==> config.mk <==
export PLATFORM = sky130hd
export DESIGN_NAME = cexs_sequencer
export DESIGN_NICKNAME = d
export VERILOG_FILES = /design/src/rtl/cexs_pkg.sv /design/src/rtl/cexs_sequencer.sv
export SDC_FILE = /design/constraint.sdc
export NUM_CORES = 1
export LEC_CHECK = 0
export ABC_AREA = 1
export BUFFER_PORTS_ARGS = -buffer_cell sky130_fd_sc_hd__buf_2
export CAP_MARGIN = 15
export CORE_ASPECT_RATIO = 1.1
export CORE_UTILIZATION = 50
export CTS_CLUSTER_DIAMETER = 60
export CTS_CLUSTER_SIZE = 25
export DETAILED_ROUTE_END_ITERATION = 12
export GPL_ROUTABILITY_DRIVEN = 0
export PLACE_DENSITY = 0.74
export REMOVE_ABC_BUFFERS = 1
export SLEW_MARGIN = 20
export SYNTH_ARGS = -nofsm -noshare
export SYNTH_HDL_FRONTEND = slang
export SYNTH_SLANG_ARGS = --single-unit
==> constraint.sdc <==
create_clock -name clk_i -period 3.3 [get_ports clk_i]
set_input_delay 0 -clock clk_i [delete_from_list [all_inputs] [get_ports clk_i]]
set_output_delay 0 -clock clk_i [all_outputs]
set_load 0.05 [all_outputs]
==> src/rtl/cexs_pkg.sv <==
// Constants and types for the exception sequencer.
// Assumes one CPU clock; all request inputs except the reset pins are on that clock.
// Overview of operation
// - Return first copies saved status into status
// - Then run delay slot, jump to saved_pc
// - Accept saves pc/status, sets mask/privilege/bank
// - Vector is base plus 100 or 600
// - Translation miss uses 400, codes 040/060
// - Codes go to general or irq register
// - Resets load 000 or 020, jump a0000000
// - Any accepted exception sets the mask bit
// - Masked interrupts stay pending until unmask
// - Sleeping CPU takes interrupt despite the mask
// - Masked DMA address error stays pending
// - Masked user breaks are dropped, never held
// - Other masked exceptions jump to reset vector
// - Re-execution type saves own instruction address
// - Completion type saves next instruction address
// - Slot re-execution saves the delayed branch address
// - Completion in branch/slot saves branch target
// - Only taken delayed branches create a slot
// - Reset over general over interrupt
// - Eight-level order among simultaneous general exceptions
// - One exception accepted at a time
// - Illegal instruction 180, illegal slot 1a0
// - Invalid 040/060, protection 0a0/0c0, re-executed
// - First write to clean page gives 080
// - Break after execution gives 1e0, completion
package cexs_pkg;

    // Status register fields and values
    localparam int SR_BL_POS = 28;
    localparam int SR_RB_POS = 29;
    localparam int SR_MD_POS = 30;
    localparam logic [31:0] SR_RST = 32'h700000f0;
    localparam logic [31:0] VBR_RST = 32'h00000000;
    localparam logic [31:0] RESET_VEC = 32'ha0000000;

    // Vector offsets
    localparam logic [31:0] OFS_GEN = 32'h00000100;
    localparam logic [31:0] OFS_MISS = 32'h00000400;
    localparam logic [31:0] OFS_IRQ = 32'h00000600;

    // Event codes
    localparam logic [11:0] CODE_POR = 12'h000;
    localparam logic [11:0] CODE_MAN = 12'h020;
    localparam logic [11:0] CODE_TLB_RD = 12'h040;
    localparam logic [11:0] CODE_TLB_WR = 12'h060;
    localparam logic [11:0] CODE_PAGE_WR = 12'h080;
    localparam logic [11:0] CODE_PROT_RD = 12'h0a0;
    localparam logic [11:0] CODE_PROT_WR = 12'h0c0;
    localparam logic [11:0] CODE_ADDR_RD = 12'h0e0;
    localparam logic [11:0] CODE_ADDR_WR = 12'h100;
    localparam logic [11:0] CODE_TRAP = 12'h160;
    localparam logic [11:0] CODE_ILL_GEN = 12'h180;
    localparam logic [11:0] CODE_ILL_SLOT = 12'h1a0;
    localparam logic [11:0] CODE_BRK = 12'h1e0;
    localparam logic [11:0] CODE_DMA = 12'h5c0;

    // Register byte offsets
    localparam logic [7:0] OFS_SR = 8'h00;
    localparam logic [7:0] OFS_SSR = 8'h04;
    localparam logic [7:0] OFS_SPC = 8'h08;
    localparam logic [7:0] OFS_VBR = 8'h0c;
    localparam logic [7:0] OFS_GEC = 8'h10;
    localparam logic [7:0] OFS_IEC = 8'h14;
    localparam logic [7:0] OFS_STAT = 8'h18;

    typedef enum logic [2:0] {
        MF_ADDR = 3'h0,
        MF_MISS = 3'h1,
        MF_INV = 3'h2,
        MF_PROT = 3'h3,
        MF_PAGE = 3'h4
    } cexs_mfault_t;

    typedef enum logic [1:0] {
        S_IDLE = 2'b00,
        S_SLOT = 2'b01,
        S_JUMP = 2'b11
    } cexs_state_t;

    // General exception requests of the current instruction
    typedef struct packed {
        logic prior_cmpl;
        logic [11:0] prior_code;
        logic brk_pre;
        logic fetch_err;
        cexs_mfault_t fetch_kind;
        logic decode_err;
        logic decode_slot;
        logic data_err;
        cexs_mfault_t data_kind;
        logic data_wr;
        logic trap;
        logic brk_post;
    } cexs_exc_req_t;

    // Program flow around the current instruction
    typedef struct packed {
        logic [31:0] cur_pc;
        logic [31:0] next_pc;
        logic [31:0] branch_pc;
        logic [31:0] branch_target;
        logic in_slot;
        logic slot_taken;
        logic in_branch;
    } cexs_pc_info_t;

endpackage

==> src/rtl/cexs_sequencer.sv <==
// Exception acceptance, vectoring and return sequencing for the CPU core.
// Assumes pipeline, MMU, break unit, DMA and interrupt controller on clk_i;
// manual and debug reset requests arrive as asynchronous pins.
module cexs_sequencer #(
    parameter int ADDR_W = 8
) (
    // Clock, reset, enable
    input wire logic clk_i,
    input wire logic rst_n_i,
    input wire logic en_i,
    // APB slave
    input wire logic psel_i,
    input wire logic penable_i,
    input wire logic pwrite_i,
    input wire logic [ADDR_W-1:0] paddr_i,
    input wire logic [31:0] pwdata_i,
    output logic [31:0] prdata_o,
    output logic pready_o,
    output logic pslverr_o,
    // Reset pins
    input wire logic manual_rst_pin_i,
    input wire logic debug_rst_pin_i,
    // Exception sources
    input wire cexs_pkg::cexs_exc_req_t exc_i,
    input wire cexs_pkg::cexs_pc_info_t pc_i,
    input wire logic dma_err_i,
    input wire logic irq_req_i,
    input wire logic [11:0] irq_code_i,
    input wire logic sleep_i,
    // Return sequence
    input wire logic ret_i,
    input wire logic slot_done_i,
    // Program counter side
    output logic pc_load_o,
    output logic [31:0] pc_target_o,
    output logic abort_o,
    output logic taken_o,
    output logic wake_o,
    output logic in_return_o,
    output logic [31:0] sr_o
);

    if (ADDR_W < 8 || ADDR_W > 32) begin : g_addr_w_bad
        $error("ADDR_W must lie between 8 and 32");
    end

    function automatic logic [11:0] fault_code(cexs_pkg::cexs_mfault_t k, logic wr);
        case (k)
            cexs_pkg::MF_ADDR: fault_code = wr ? cexs_pkg::CODE_ADDR_WR : cexs_pkg::CODE_ADDR_RD;
            cexs_pkg::MF_PROT: fault_code = wr ? cexs_pkg::CODE_PROT_WR : cexs_pkg::CODE_PROT_RD;
            cexs_pkg::MF_PAGE: fault_code = cexs_pkg::CODE_PAGE_WR;
            default: fault_code = wr ? cexs_pkg::CODE_TLB_WR : cexs_pkg::CODE_TLB_RD;
        endcase
    endfunction

    function automatic logic [31:0] fault_ofs(cexs_pkg::cexs_mfault_t k);
        fault_ofs = (k == cexs_pkg::MF_MISS) ? cexs_pkg::OFS_MISS : cexs_pkg::OFS_GEN;
    endfunction

    // State
    logic [31:0] sr_q, sr_d, ssr_q, ssr_d, spc_q, spc_d, vbr_q, vbr_d;
    logic [11:0] gec_q, gec_d, iec_q, iec_d, irq_code_q, irq_code_d;
    logic dma_pend_q, dma_pend_d, irq_pend_q, irq_pend_d;
    cexs_pkg::cexs_state_t state_q, state_d;
    logic pc_load_q, pc_load_d, abort_q, abort_d, taken_q, taken_d, wake_q, wake_d;
    logic [31:0] target_q, target_d, prdata_q, prdata_d;
    logic [2:0] mrst_s_q, mrst_s_d, drst_s_q, drst_s_d;
    logic mrst_lvl_q, mrst_lvl_d, drst_lvl_q, drst_lvl_d;

    // Decision terms
    logic bl, slot, mrst_ev, drst_ev, apb_wr, apb_setup, addr_ok;
    logic g_hit, g_reexec, g_multi, g_dma, irq_take;
    logic [11:0] g_code;
    logic [31:0] g_ofs, save_re, save_cm;

    assign bl = sr_q[cexs_pkg::SR_BL_POS];
    assign slot = pc_i.in_slot & pc_i.slot_taken;
    assign save_re = slot ? pc_i.branch_pc : pc_i.cur_pc;
    assign save_cm = (slot | pc_i.in_branch) ? pc_i.branch_target : pc_i.next_pc;
    assign apb_wr = psel_i & penable_i & pwrite_i;
    assign apb_setup = psel_i & ~penable_i;
    assign addr_ok = (paddr_i[7:0] <= cexs_pkg::OFS_STAT) && (paddr_i[1:0] == 2'b00)
        && ((paddr_i >> 8) == '0);

    // Reset pins: three flops, a change counts when the last two agree
    always_comb begin
        mrst_s_d = {mrst_s_q[1:0], manual_rst_pin_i};
        drst_s_d = {drst_s_q[1:0], debug_rst_pin_i};
        mrst_lvl_d = (mrst_s_q[1] == mrst_s_q[2]) ? mrst_s_q[2] : mrst_lvl_q;
        drst_lvl_d = (drst_s_q[1] == drst_s_q[2]) ? drst_s_q[2] : drst_lvl_q;
        mrst_ev = mrst_lvl_d & ~mrst_lvl_q;
        drst_ev = drst_lvl_d & ~drst_lvl_q;
    end

    always_ff @(posedge clk_i or negedge rst_n_i) begin
        if (!rst_n_i) begin
            mrst_s_q <= 3'h0;
            drst_s_q <= 3'h0;
            mrst_lvl_q <= 1'b0;
            drst_lvl_q <= 1'b0;
        end else if (en_i) begin
            mrst_s_q <= mrst_s_d;
            drst_s_q <= drst_s_d;
            mrst_lvl_q <= mrst_lvl_d;
            drst_lvl_q <= drst_lvl_d;
        end
    end

    // General exception selection in fixed order
    always_comb begin
        g_hit = 1'b1;
        g_reexec = 1'b1;
        g_code = cexs_pkg::CODE_BRK;
        g_ofs = cexs_pkg::OFS_GEN;
        g_dma = 1'b0;
        if (exc_i.prior_cmpl) begin
            g_reexec = 1'b0;
            g_code = exc_i.prior_code;
        end else if (exc_i.brk_pre && !bl) begin
            g_code = cexs_pkg::CODE_BRK;
        end else if (exc_i.fetch_err) begin
            g_code = fault_code(exc_i.fetch_kind, 1'b0);
            g_ofs = fault_ofs(exc_i.fetch_kind);
        end else if (exc_i.decode_err) begin
            g_code = exc_i.decode_slot ? cexs_pkg::CODE_ILL_SLOT : cexs_pkg::CODE_ILL_GEN;
        end else if (exc_i.data_err) begin
            g_code = fault_code(exc_i.data_kind, exc_i.data_wr);
            g_ofs = fault_ofs(exc_i.data_kind);
        end else if (exc_i.trap) begin
            g_reexec = 1'b0;
            g_code = cexs_pkg::CODE_TRAP;
        end else if (exc_i.brk_post && !bl) begin
            g_reexec = 1'b0;
            g_code = cexs_pkg::CODE_BRK;
        end else if (dma_pend_q && !bl) begin
            g_reexec = 1'b0;
            g_code = cexs_pkg::CODE_DMA;
            g_dma = 1'b1;
        end else begin
            g_hit = 1'b0;
        end
        g_multi = g_hit & bl;
        irq_take = irq_pend_q & ~g_hit & (~bl | sleep_i);
    end

    // Sequencer and register file
    always_comb begin
        sr_d = sr_q;
        ssr_d = ssr_q;
        spc_d = spc_q;
        vbr_d = vbr_q;
        gec_d = gec_q;
        iec_d = iec_q;
        state_d = state_q;
        pc_load_d = 1'b0;
        abort_d = 1'b0;
        taken_d = 1'b0;
        wake_d = 1'b0;
        target_d = target_q;
        irq_code_d = irq_req_i ? irq_code_i : irq_code_q;
        irq_pend_d = irq_pend_q | irq_req_i;
        dma_pend_d = dma_pend_q | dma_err_i;
        prdata_d = prdata_q;
        if (apb_setup && !pwrite_i) begin
            case (paddr_i[7:0])
                cexs_pkg::OFS_SR: prdata_d = sr_q;
                cexs_pkg::OFS_SSR: prdata_d = ssr_q;
                cexs_pkg::OFS_SPC: prdata_d = spc_q;
                cexs_pkg::OFS_VBR: prdata_d = vbr_q;
                cexs_pkg::OFS_GEC: prdata_d = {20'h00000, gec_q};
                cexs_pkg::OFS_IEC: prdata_d = {20'h00000, iec_q};
                cexs_pkg::OFS_STAT: prdata_d = {28'h0000000, state_q, dma_pend_q, irq_pend_q};
                default: prdata_d = 32'h00000000;
            endcase
        end
        if (apb_wr && addr_ok) begin
            case (paddr_i[7:0])
                cexs_pkg::OFS_SR: sr_d = pwdata_i;
                cexs_pkg::OFS_SSR: ssr_d = pwdata_i;
                cexs_pkg::OFS_SPC: spc_d = pwdata_i;
                cexs_pkg::OFS_VBR: vbr_d = pwdata_i;
                cexs_pkg::OFS_GEC: gec_d = pwdata_i[11:0];
                default: ;
            endcase
        end
        if (drst_ev || mrst_ev) begin
            sr_d = cexs_pkg::SR_RST;
            gec_d = drst_ev ? cexs_pkg::CODE_POR : cexs_pkg::CODE_MAN;
            if (drst_ev) begin
                vbr_d = cexs_pkg::VBR_RST;
            end
            state_d = cexs_pkg::S_IDLE;
            pc_load_d = 1'b1;
            abort_d = 1'b1;
            target_d = cexs_pkg::RESET_VEC;
        end else begin
            case (state_q)
                cexs_pkg::S_IDLE: begin
                    if (g_multi) begin
                        sr_d = cexs_pkg::SR_RST;
                        pc_load_d = 1'b1;
                        abort_d = 1'b1;
                        target_d = cexs_pkg::RESET_VEC;
                    end else if (g_hit || irq_take) begin
                        spc_d = g_hit ? (g_reexec ? save_re : save_cm) : save_cm;
                        ssr_d = sr_q;
                        sr_d = sr_q;
                        sr_d[cexs_pkg::SR_BL_POS] = 1'b1;
                        sr_d[cexs_pkg::SR_MD_POS] = 1'b1;
                        sr_d[cexs_pkg::SR_RB_POS] = 1'b1;
                        if (g_hit) begin
                            gec_d = g_code;
                            target_d = 32'(vbr_q + g_ofs);
                            abort_d = g_reexec;
                            dma_pend_d = dma_err_i | (dma_pend_q & ~g_dma);
                        end else begin
                            iec_d = irq_code_q;
                            target_d = 32'(vbr_q + cexs_pkg::OFS_IRQ);
                            irq_pend_d = irq_req_i;
                            wake_d = sleep_i;
                        end
                        pc_load_d = 1'b1;
                        taken_d = 1'b1;
                    end else if (ret_i) begin
                        sr_d = ssr_q;
                        state_d = cexs_pkg::S_SLOT;
                    end
                end
                cexs_pkg::S_SLOT: begin
                    if (slot_done_i) begin
                        state_d = cexs_pkg::S_JUMP;
                    end
                end
                cexs_pkg::S_JUMP: begin
                    pc_load_d = 1'b1;
                    target_d = spc_q;
                    state_d = cexs_pkg::S_IDLE;
                end
                default: state_d = cexs_pkg::S_IDLE;
            endcase
        end
    end

    always_ff @(posedge clk_i or negedge rst_n_i) begin
        if (!rst_n_i) begin
            sr_q <= cexs_pkg::SR_RST;
            ssr_q <= 32'h00000000;
            spc_q <= 32'h00000000;
            vbr_q <= cexs_pkg::VBR_RST;
            gec_q <= cexs_pkg::CODE_POR;
            iec_q <= 12'h000;
            irq_code_q <= 12'h000;
            irq_pend_q <= 1'b0;
            dma_pend_q <= 1'b0;
            state_q <= cexs_pkg::S_IDLE;
            pc_load_q <= 1'b0;
            abort_q <= 1'b0;
            taken_q <= 1'b0;
            wake_q <= 1'b0;
            target_q <= cexs_pkg::RESET_VEC;
            prdata_q <= 32'h00000000;
        end else if (en_i) begin
            sr_q <= sr_d;
            ssr_q <= ssr_d;
            spc_q <= spc_d;
            vbr_q <= vbr_d;
            gec_q <= gec_d;
            iec_q <= iec_d;
            irq_code_q <= irq_code_d;
            irq_pend_q <= irq_pend_d;
            dma_pend_q <= dma_pend_d;
            state_q <= state_d;
            pc_load_q <= pc_load_d;
            abort_q <= abort_d;
            taken_q <= taken_d;
            wake_q <= wake_d;
            target_q <= target_d;
            prdata_q <= prdata_d;
        end
    end

    assign prdata_o = prdata_q;
    assign pready_o = psel_i & penable_i;
    assign pslverr_o = psel_i & penable_i & (~addr_ok | (pwrite_i & (paddr_i[7:0] >= cexs_pkg::OFS_IEC)));
    assign pc_load_o = pc_load_q;
    assign pc_target_o = target_q;
    assign abort_o = abort_q;
    assign taken_o = taken_q;
    assign wake_o = wake_q;
    assign in_return_o = (state_q != cexs_pkg::S_IDLE);
    assign sr_o = sr_q;
endmodule // cexs_sequencer

==> results, run 1 <==
- The maximum fanout encountered on the critical timing path is between 60 and 70.
- The number of antenna violations at the first check in global routing came to 1.
- Entering global routing, the biggest net connects 100 pins.
- Detailed routing placed a total of approximately 28,000 um of wire on met2.
- The area share of and/or/nand/nor cells after synthesis is 0.248.
- Cell internal power was estimated by the tool at roughly 6.6 mW.
- The count of nets left with antenna violations once routing finished came out at 0.
- The share of total power dissipated in the clock network is 0.238.
- Of the cells placed in the final design, the portion with a size suffix greater than 1 is 0.177.
- In this run the count of I/O pins placed on the die edge is about 330.
- For this run, the number of standard cells in the final layout without fillers is ~3,000.
- The relative slew slack is 0.340.
- Counting flops and latches in the post-synthesis netlist gives roughly 240.
- The area fraction of the dominant cell type after synthesis is 0.384.
- Of the synthesized area, sequential elements account for 0.399.
- The hold violation count in the final report is 2.
- The estimated wirelength of the detail-placed design is ~39,000 um.
- The relative contribution of sequential cells to total power is 0.369.
- The synthesized design contains 0 enable-type register cells.
- After floorplanning, the core was divided into 66 placement rows.
- The number of gates given a new drive strength after cts is 0.
- The first-pass iteration count of the detailed router is 6.
- The most common flop cell mapped by yosys is sky130_fd_sc_hd__dfrtp_1.
- The flow ran to the end, but the final reports show violations.
- The sink count of the clock tree is between 200 and 250.
- The total leakage power is around 9.6 nW.
- The complex-gate fraction of the synthesized area came to 0.246.
- The post-layout utilization of the core is 0.647.
- The Yosys step of the flow raised 0 warnings.
- The effective utilization at floorplan is 0.513.
- Static timing analysis puts the maximum clock frequency at 0.325 GHz.
- The data arrival time of the critical path is between 3000 and 4000 ps.
- The mean post-synth cell area is a little over 7 um2.
- Ranked by instance count, the synthesized netlist is headed by 596 x sky130_fd_sc_hd__nand2_1, 235 x sky130_fd_sc_hd__dfrtp_1, 228 x sky130_fd_sc_hd__o21ai_0.
- The number of H-tree levels is 1.
- Setup repair after global routing left no endpoint under its margin.
- The synthesized-area fraction occupied by adder cells is 0.00653.
- The switching part of the total power is 0.446.
- Of the total synthesized cell area, the portion taken by XOR and XNOR cells is 0.00286.
- The die footprint is 31,300 um2.
- For this run, asynchronously set or reset flops after synthesis account for 1.00.
- The critical path class is reg -> reg.
- Compared with the post-synthesis result, the final layout area differs by 26.2%.
- The total via count in the routed design is 18,046.
- The finished cells cover 19,300 um2.
- The final-report max-slew violation count is 0.
- Synthesis produced a netlist whose cell count is around 2,200.
- The remaining routing DRC violations is 0.
- The first global-routing pass estimated between 90,000 and 100,000 um of wire.
- The die is about 170 um wide.
- The number of failing setup endpoints in the final timing report is 0.
- The final critical-path share of the clock period is 0.933.
- The number of clock buffers added by TritonCTS is 22.
- The maximum ir drop on the vdd rail is slightly below 0.0005 V.
- The die height is ~190 um.
- The clock reaches the later pin of the worst-skew pair after 540 ps.
- The synthesized netlist occupies a cell area of ~15,000 um2.
- The synthesized netlist contains 48 unique library cells.
- The final layout net count is 2,791.
- The final reports fail on negative hold slack.
- The power share of the combinational group is 0.393.
- The power per cell area is 615 nW/um2.
- The number of port buffers is 325.
- The hold buffer count at CTS is between 100 and 150.
- The shortest period the worst path allows is roughly 3100 ps.
- Global routing finished with a remaining overflow of 0.
- The worst hold slack after final layout is -6.42 ps.
- By area, the combinational part of the netlist is dominated by simple AND/OR/NAND/NOR gates.
- Ranked by total cell area, the synthesized netlist is headed by sky130_fd_sc_hd__dfrtp_1 38%, sky130_fd_sc_hd__nand2_1 15%, sky130_fd_sc_hd__o21ai_0 7.4%.
- sky130_fd_sc_hd__nand2_1 is the most common cell in the netlist.
- The portion of netlist area occupied by mux cells is 0.000735.
- The placed cell count is around 2,800.
- The clock skew after layout is around 25 ps.
- The via count of the first global-routing pass is 17,222.
- TritonCTS built the clock tree.
- In this run the top signal layer used is met4.
- Counting along the longest clock path gives a buffer depth of 3.
- Summing all multi-input logic gate instances after layout gives between 7000 and 8000 um2.
- The total routing usage reported by global routing is 0.380.
- Detailed routing placed a total of 6540 um of wire on met3.
- After the first detailed-routing iteration, the DRC count stood at 2,333.
- The transition time of the tightest slew-check pin is 981 ps.
- The clock input transition at the sequential cells of the worst setup and hold paths is around 80 ps.
- In the routed layout, each cell is associated on average with a via count of around 6.0.
- In the final routing, the length of wire on met1 measures 22,700 um.
- The core area is about 30,000 um2.
- The clock tree root driver cell is sky130_fd_sc_hd__clkbuf_16.
- The category of the worst setup path launch point is a register.
- The sequential cells in the finished layout cover a total of between 6000 and 7000 um2.
- The critical path endpoint category is a register.
- In this run the worst hold path is classified as in -> reg.
- STA puts the critical path data required time at about 3800 ps.
- The net switching power is between 5 and 6 mW.
- The instance area at placement is between 15,000 and 20,000 um2.
- The setup fix buffers added after clock tree synthesis is 0.
- The tool flagged a number of max-cap violations equal to 0.
- The biggest area consumer among synthesized cells is sky130_fd_sc_hd__dfrtp_1.
- The final routed wirelength across all metal layers is about 60,000 um.
- In the final routed layout, each cell accounts on average for between 20 and 25 um.
- The filler cells instantiated in the layout total ~2,600.
==> flip-flops by register name (all words and copies together), names as in the netlist, 12 cells and up <==
name         count
pc_target_o     32
vbr_q           32
iec_q           12
spc_q           32
ssr_q           32
prdata_o        32
sr_o            32
gec_q           12
irq_code_q      12
==> layout make-up <==
class,instances,area share
Clock inverter,14,0.00958
Timing Repair Buffer,498,0.172
Tap cell,408,0.0264
Inverter,226,0.0439
Multi-Input combinational cell,1568,0.400
Sequential cell,244,0.316
Clock buffer,26,0.0309
Antenna cell,1,0.000129
==> cells by family after synthesis <==
| kind of cell | after synthesis |
|---|---|
| and+or+nand+nor | 924 |
| AOI/OAI and AO/OA | 630 |
| buffers and inverters | 364 |
| DFF | 244 |
| adders and majority gates | 8 |
| xor gates and xnor gates | 5 |
| muxes | 1 |
==> path summary, 6_finish.rpt <==
kind                              startpoint              end  slack [ps]  depth (start not counted)
worst max-delay path                sr_o[28]         spc_q[5]         220                         11
min in group asynchronous            rst_n_i    irq_code_q[4]         100                          2
worst min register to register  prdata_o[16]     prdata_o[16]         480                          2
worst max register to register      sr_o[28]         spc_q[5]         220                         11
max in group asynchronous            rst_n_i  pc_target_o[26]        2250                          3
worst min-delay path                pc_i[28]        spc_q[25]          -6                          7
==> critical path, stage by stage (launching register included) <==
cell and delay, ps:
sky130_fd_sc_hd__dfstp_2 600, sky130_fd_sc_hd__inv_2 90, sky130_fd_sc_hd__nand2_2 100, sky130_fd_sc_hd__nand3_1 80
sky130_fd_sc_hd__nand2_2 180, sky130_fd_sc_hd__buf_12 310, sky130_fd_sc_hd__o211ai_1 140, sky130_fd_sc_hd__dlygate4sd3_1 590
sky130_fd_sc_hd__o31ai_1 80, sky130_fd_sc_hd__dlygate4sd3_1 590, sky130_fd_sc_hd__o21ai_1 60, sky130_fd_sc_hd__o22ai_1 140
==> through the flow <==
step	power, mW	setup TNS (ps)	setup WS, ps
finish	11.9	0	221
global route	12.5	0	71.3
CTS	11.8	0	317
detailed placement	8.79	0	396
global placement	8.63	0	580
floorplan	7.23	-7240	-250
==> power groups by stage <==
stage               Combinational (mW)  Clock, mW  Sequential (mW)
global placement                  4.26          0             4.37
global route                      5.06       2.94             4.46
finish                            4.68       2.83             4.39
floorplan                         2.05          0             5.18
CTS                               4.58       2.83             4.35
detailed placement                4.39          0             4.39
==> cell usage in the layout, fill, tap and decap left out, types with 8 or more instances in the layout <==
| cell | Yosys | routed |
|---|---|---|
| sky130_fd_sc_hd__nand2_1 | 596 | 592 |
| sky130_fd_sc_hd__nand4_1 | 12 | 12 |
| sky130_fd_sc_hd__o22ai_1 | 63 | 63 |
| sky130_fd_sc_hd__o31ai_1 | 33 | 33 |
| sky130_fd_sc_hd__o221ai_1 | 14 | 14 |
| sky130_fd_sc_hd__dfrtp_1 | 235 | 235 |
| sky130_fd_sc_hd__buf_2 | 24 | 323 |
| sky130_fd_sc_hd__o211ai_1 | 83 | 83 |
| sky130_fd_sc_hd__nand3_1 | 128 | 128 |
| sky130_fd_sc_hd__dlygate4sd3_1 | 0 | 132 |
| sky130_fd_sc_hd__nor2_1 | 141 | 140 |
| sky130_fd_sc_hd__buf_4 | 5 | 37 |
| sky130_fd_sc_hd__clkbuf_16 | 0 | 23 |
| sky130_fd_sc_hd__dfstp_2 | 9 | 9 |
| sky130_fd_sc_hd__inv_2 | 11 | 13 |
| sky130_fd_sc_hd__ha_1 | 8 | 8 |
| sky130_fd_sc_hd__o21ai_1 | 18 | 18 |
| sky130_fd_sc_hd__a22oi_1 | 24 | 24 |
| sky130_fd_sc_hd__a22o_1 | 9 | 9 |
| sky130_fd_sc_hd__inv_1 | 213 | 212 |
| sky130_fd_sc_hd__a21oi_1 | 128 | 128 |
| sky130_fd_sc_hd__nor3_1 | 18 | 18 |
| sky130_fd_sc_hd__nand2_2 | 8 | 12 |
| sky130_fd_sc_hd__a221oi_1 | 11 | 11 |
| sky130_fd_sc_hd__o21ai_0 | 228 | 228 |
==> routing by layer <==
metal / GRT usage / up-vias
li1: - / 8115
met1: 0.477 / 8462
met2: 0.623 / 1237
met3: 0.0714 / 232
met4: 0.203 / 0
met5: 0 / -
No activity file was read; power rests on OpenSTA's default activity.
==> run 2: changes to the inputs <==
--- a/config.mk
+++ b/config.mk
@@ -8,13 +8,15 @@
 export ABC_AREA = 1
 export BUFFER_PORTS_ARGS = -buffer_cell sky130_fd_sc_hd__buf_2
 export CAP_MARGIN = 15
+export CELL_PAD_IN_SITES_DETAIL_PLACEMENT = 0
+export CELL_PAD_IN_SITES_GLOBAL_PLACEMENT = 1
 export CORE_ASPECT_RATIO = 1.1
-export CORE_UTILIZATION = 50
+export CORE_UTILIZATION = 43
 export CTS_CLUSTER_DIAMETER = 60
 export CTS_CLUSTER_SIZE = 25
 export DETAILED_ROUTE_END_ITERATION = 12
 export GPL_ROUTABILITY_DRIVEN = 0
-export PLACE_DENSITY = 0.74
+export PLACE_DENSITY_LB_ADDON = 0.1
 export REMOVE_ABC_BUFFERS = 1
 export SLEW_MARGIN = 20
 export SYNTH_ARGS = -nofsm -noshare
==> run 2 against run 1 <==
The flow now finishes without violations. Global-route usage shrank 2.5 points. Hold slack gained 12 ps. Power grew 2.2%. Sequential power is essentially flat. First-iteration DRC count shrank 12%. Worst setup slack gained 68 ps. Fmax grew 2.2%. Clock power grew 5%. Sequential cell count is the same. Register-to-register slack gained 70 ps. Cell area grew 3.7%. Clock-buffer cell count is the same. Critical path type unchanged. Largest cell class unchanged.
==> results, run 2 (synthesis gave the netlist of run 1 again) <==
- The transition time of the tightest slew-check pin is 935 ps (was 981 ps).
- The die footprint is 36,400 um2 (was 31,300 um2).
- The number of port buffers came to 325 (unchanged).
- The final-report max-slew violation count is 0 (unchanged).
- The fraction of layout cells with a size suffix above 1 is 0.183 (was 0.177).
- The horizontal die dimension is 182 um (was 169 um).
- The critical path endpoint category is a register (unchanged).
- The diode insertion count for antenna repair came to 0 (was 1).
- The number of antenna violations at the first check in global routing is 0 (was 1).
- The estimated wirelength of the detail-placed design is 44,400 um (was 39,300 um).
- The effective utilization at floorplan is 0.436 (was 0.513).
- The count of routing violations after the opening detailed-route iteration came to 2,049 (was 2,333).
- The path class of the lowest-slack min-delay path is in -> reg (unchanged).
- The final total negative setup slack came to 0 ps (unchanged).
- The shortest period the worst path allows is 3010 ps (was 3080 ps).
- The maximum clock path buffer count was 3 (unchanged).
- The average wire per standard cell came to 21.1 um (was 20.2 um).
- The category of the worst setup path launch point is a register (unchanged).
- The max-cap check violation count is 0 (unchanged).
- The placed cell count came to 2,871 (was 2,812).
- The die height is 200 um (was 186 um).
- The average via count per standard cell is 5.79 (was 6.05).
- The final layout net count is 2,863 (was 2,791).
- The number of placement rows came to 72 (was 66).
- The critical path class is reg -> reg (unchanged).
- The most common cell after layout, fill and taps aside was sky130_fd_sc_hd__nand2_1 (unchanged).
- The via count of the first global-routing pass is 16,991 (was 17,222).
- The data arrival time of the critical path is 3480 ps (was 3530 ps).
- The area growth from synthesis to layout came to 30.8% (was 26.2%).
- The number of H-tree levels is 1 (unchanged).
- The sink count of the clock tree is 244 (unchanged).
- The final standard cell count with taps included and fillers excluded came to 3,095 (was 2,985).
- The setup fix buffers added after clock tree synthesis is 0 (unchanged).
- The first-pass iteration count of the detailed router is 5 (was 6).
- The maximum fanout encountered on the critical timing path is 32 (was 61).
- The clock latency of the later-clocked register in the worst-skew pair was 560 ps (was 540 ps).
- The area used by multi-input combinational logic came to 7750 um2 (was 7740 um2).
- The first-pass GRT wire length was 99,000 um (was 92,900 um).
- The overall power after layout was 12.2 mW (was 11.9 mW).
- The clock input transition at the sequential cells of the worst setup and hold paths is 70 ps (was 80 ps).
- The relative slew slack is 0.373 (was 0.340).
- RSZ-0062 raised after global routing: false (unchanged).
- The TritonCTS clock tree was built (unchanged).
- The final routed wirelength across all metal layers is 65,300 um (was 60,400 um).
- The number of primary I/O pins was 326 (unchanged).
- The worst endpoint required time is 3770 ps (was 3750 ps).
- The largest net degree at the start of global routing is 101 (was 100).
- The highest attainable clock frequency was 0.332 GHz (was 0.325 GHz).
- Status: finished clean (was finished with violations).
- The clock skew after layout is 17.4 ps (was 24.7 ps).
- The total routing usage reported by global routing is 0.356 (was 0.380).
- The number of failing setup endpoints in the final timing report is 0 (unchanged).
- The core area is 35,100 um2 (was 29,900 um2).
- The clock tree root driver cell is sky130_fd_sc_hd__clkbuf_16 (unchanged).
- The total of fill cells in the finished design is 3,458 (was 2,641).
- The flip-flop and latch area came to 6120 um2 (unchanged).
- The total CTS buffers is 25 (was 22).
- The number of nets with antenna violations after routing is 0 (unchanged).
- The final critical-path share of the clock period is 0.913 (was 0.933).
- Commonest non-fill, non-tap cells in the layout: 592 x sky130_fd_sc_hd__nand2_1, 323 x sky130_fd_sc_hd__buf_2, 235 x sky130_fd_sc_hd__dfrtp_1 (unchanged).
- The total leakage power came to 9.96 nW (was 9.64 nW).
- The hold violation count in the final report is 0 (was 2).
- The remaining routing DRC violations is 0 (unchanged).
- The total via count in the routed design came to 17,920 (was 18,046).
- The maximum ir drop on the vdd rail is 0.000399 V (was 0.000481 V).
- The total grt overflow is 0 (unchanged).
- The power per cell area is 606 nW/um2 (was 615 nW/um2).
## run 2: cell types whose count changed in the layout (fill, tap and decap cells not counted), moves of 3 or more
cell                            previous run  this run
sky130_fd_sc_hd__inv_2                    13        10
sky130_fd_sc_hd__buf_4                    37        62
sky130_fd_sc_hd__clkinv_4                  1         6
sky130_fd_sc_hd__inv_6                     4         7
sky130_fd_sc_hd__dlygate4sd3_1           132       178
## run 2: routing by layer
metal,vias to the layer above,routed length [um],global-route usage
li1,8279,-,-
met1,8519,26500,0.462
met2,965,30200,0.589
met3,157,5670,0.0546
met4,0,2880,0.160
met5,-,0,0
## run 2: layout make-up
type / count / share of cell area
Clock buffer: 26 / 0.0319
Sequential cell: 244 / 0.305
Multi-Input combinational cell: 1568 / 0.386
Tap cell: 444 / 0.0277
Timing Repair Buffer: 567 / 0.196
Clock inverter: 20 / 0.0100
Inverter: 226 / 0.0424
## run 2: final timing paths
check / start / end / slack [ps] / cells past startpoint
worst max-delay path: sr_o[28] / spc_q[27] / 290 / 10
worst min-delay path: pc_i[114] / spc_q[15] / 6 / 5
worst max register to register: sr_o[28] / spc_q[27] / 290 / 10
worst min register to register: prdata_o[16] / prdata_o[16] / 480 / 2
max in group asynchronous: rst_n_i / sr_o[6] / 2270 / 3
min in group asynchronous: rst_n_i / prdata_o[9] / 100 / 2
## run 2: timing repair
action,in CTS,in global routing
hold buffers,178,0
setup endpoints to repair,0,6
endpoints found under the hold margin,252,0
gates resized for setup,0,1
## run 2: critical path, stage by stage (launching register included)
cell and delay (ps):
sky130_fd_sc_hd__dfstp_2 590, sky130_fd_sc_hd__inv_2 90, sky130_fd_sc_hd__nand2_2 100, sky130_fd_sc_hd__nand3_1 120, sky130_fd_sc_hd__nand2_4 400, sky130_fd_sc_hd__o211ai_1 150
sky130_fd_sc_hd__dlygate4sd3_1 590, sky130_fd_sc_hd__o31ai_1 70, sky130_fd_sc_hd__dlygate4sd3_1 590, sky130_fd_sc_hd__o21ai_0 70, sky130_fd_sc_hd__o22ai_1 150
## run 2: per-stage QoR
| step | hold WS, ps | utilization | cell area, um2 | setup WS (ps) |
|---|---|---|---|---|
| 6_report | 5.65 | 0.571 | 20000 | 289 |
| 5_1_grt | 24.0 | 0.571 | 20000 | 129 |
| 4_1_cts | 1.15 | 0.570 | 20000 | 66.5 |
| 3_5_place_dp | 127 | 0.496 | 17400 | 597 |
| 3_3_place_gp | 118 | 0.496 | 17400 | 735 |
| 2_1_floorplan | -296 | - | 14700 | -250 |
## run 2: power breakdown
part,internal (mW),switching (mW),total [mW]
registers,3.74,0.656,4.39
logic,1.47,3.31,4.79
clock network,1.50,1.48,2.98
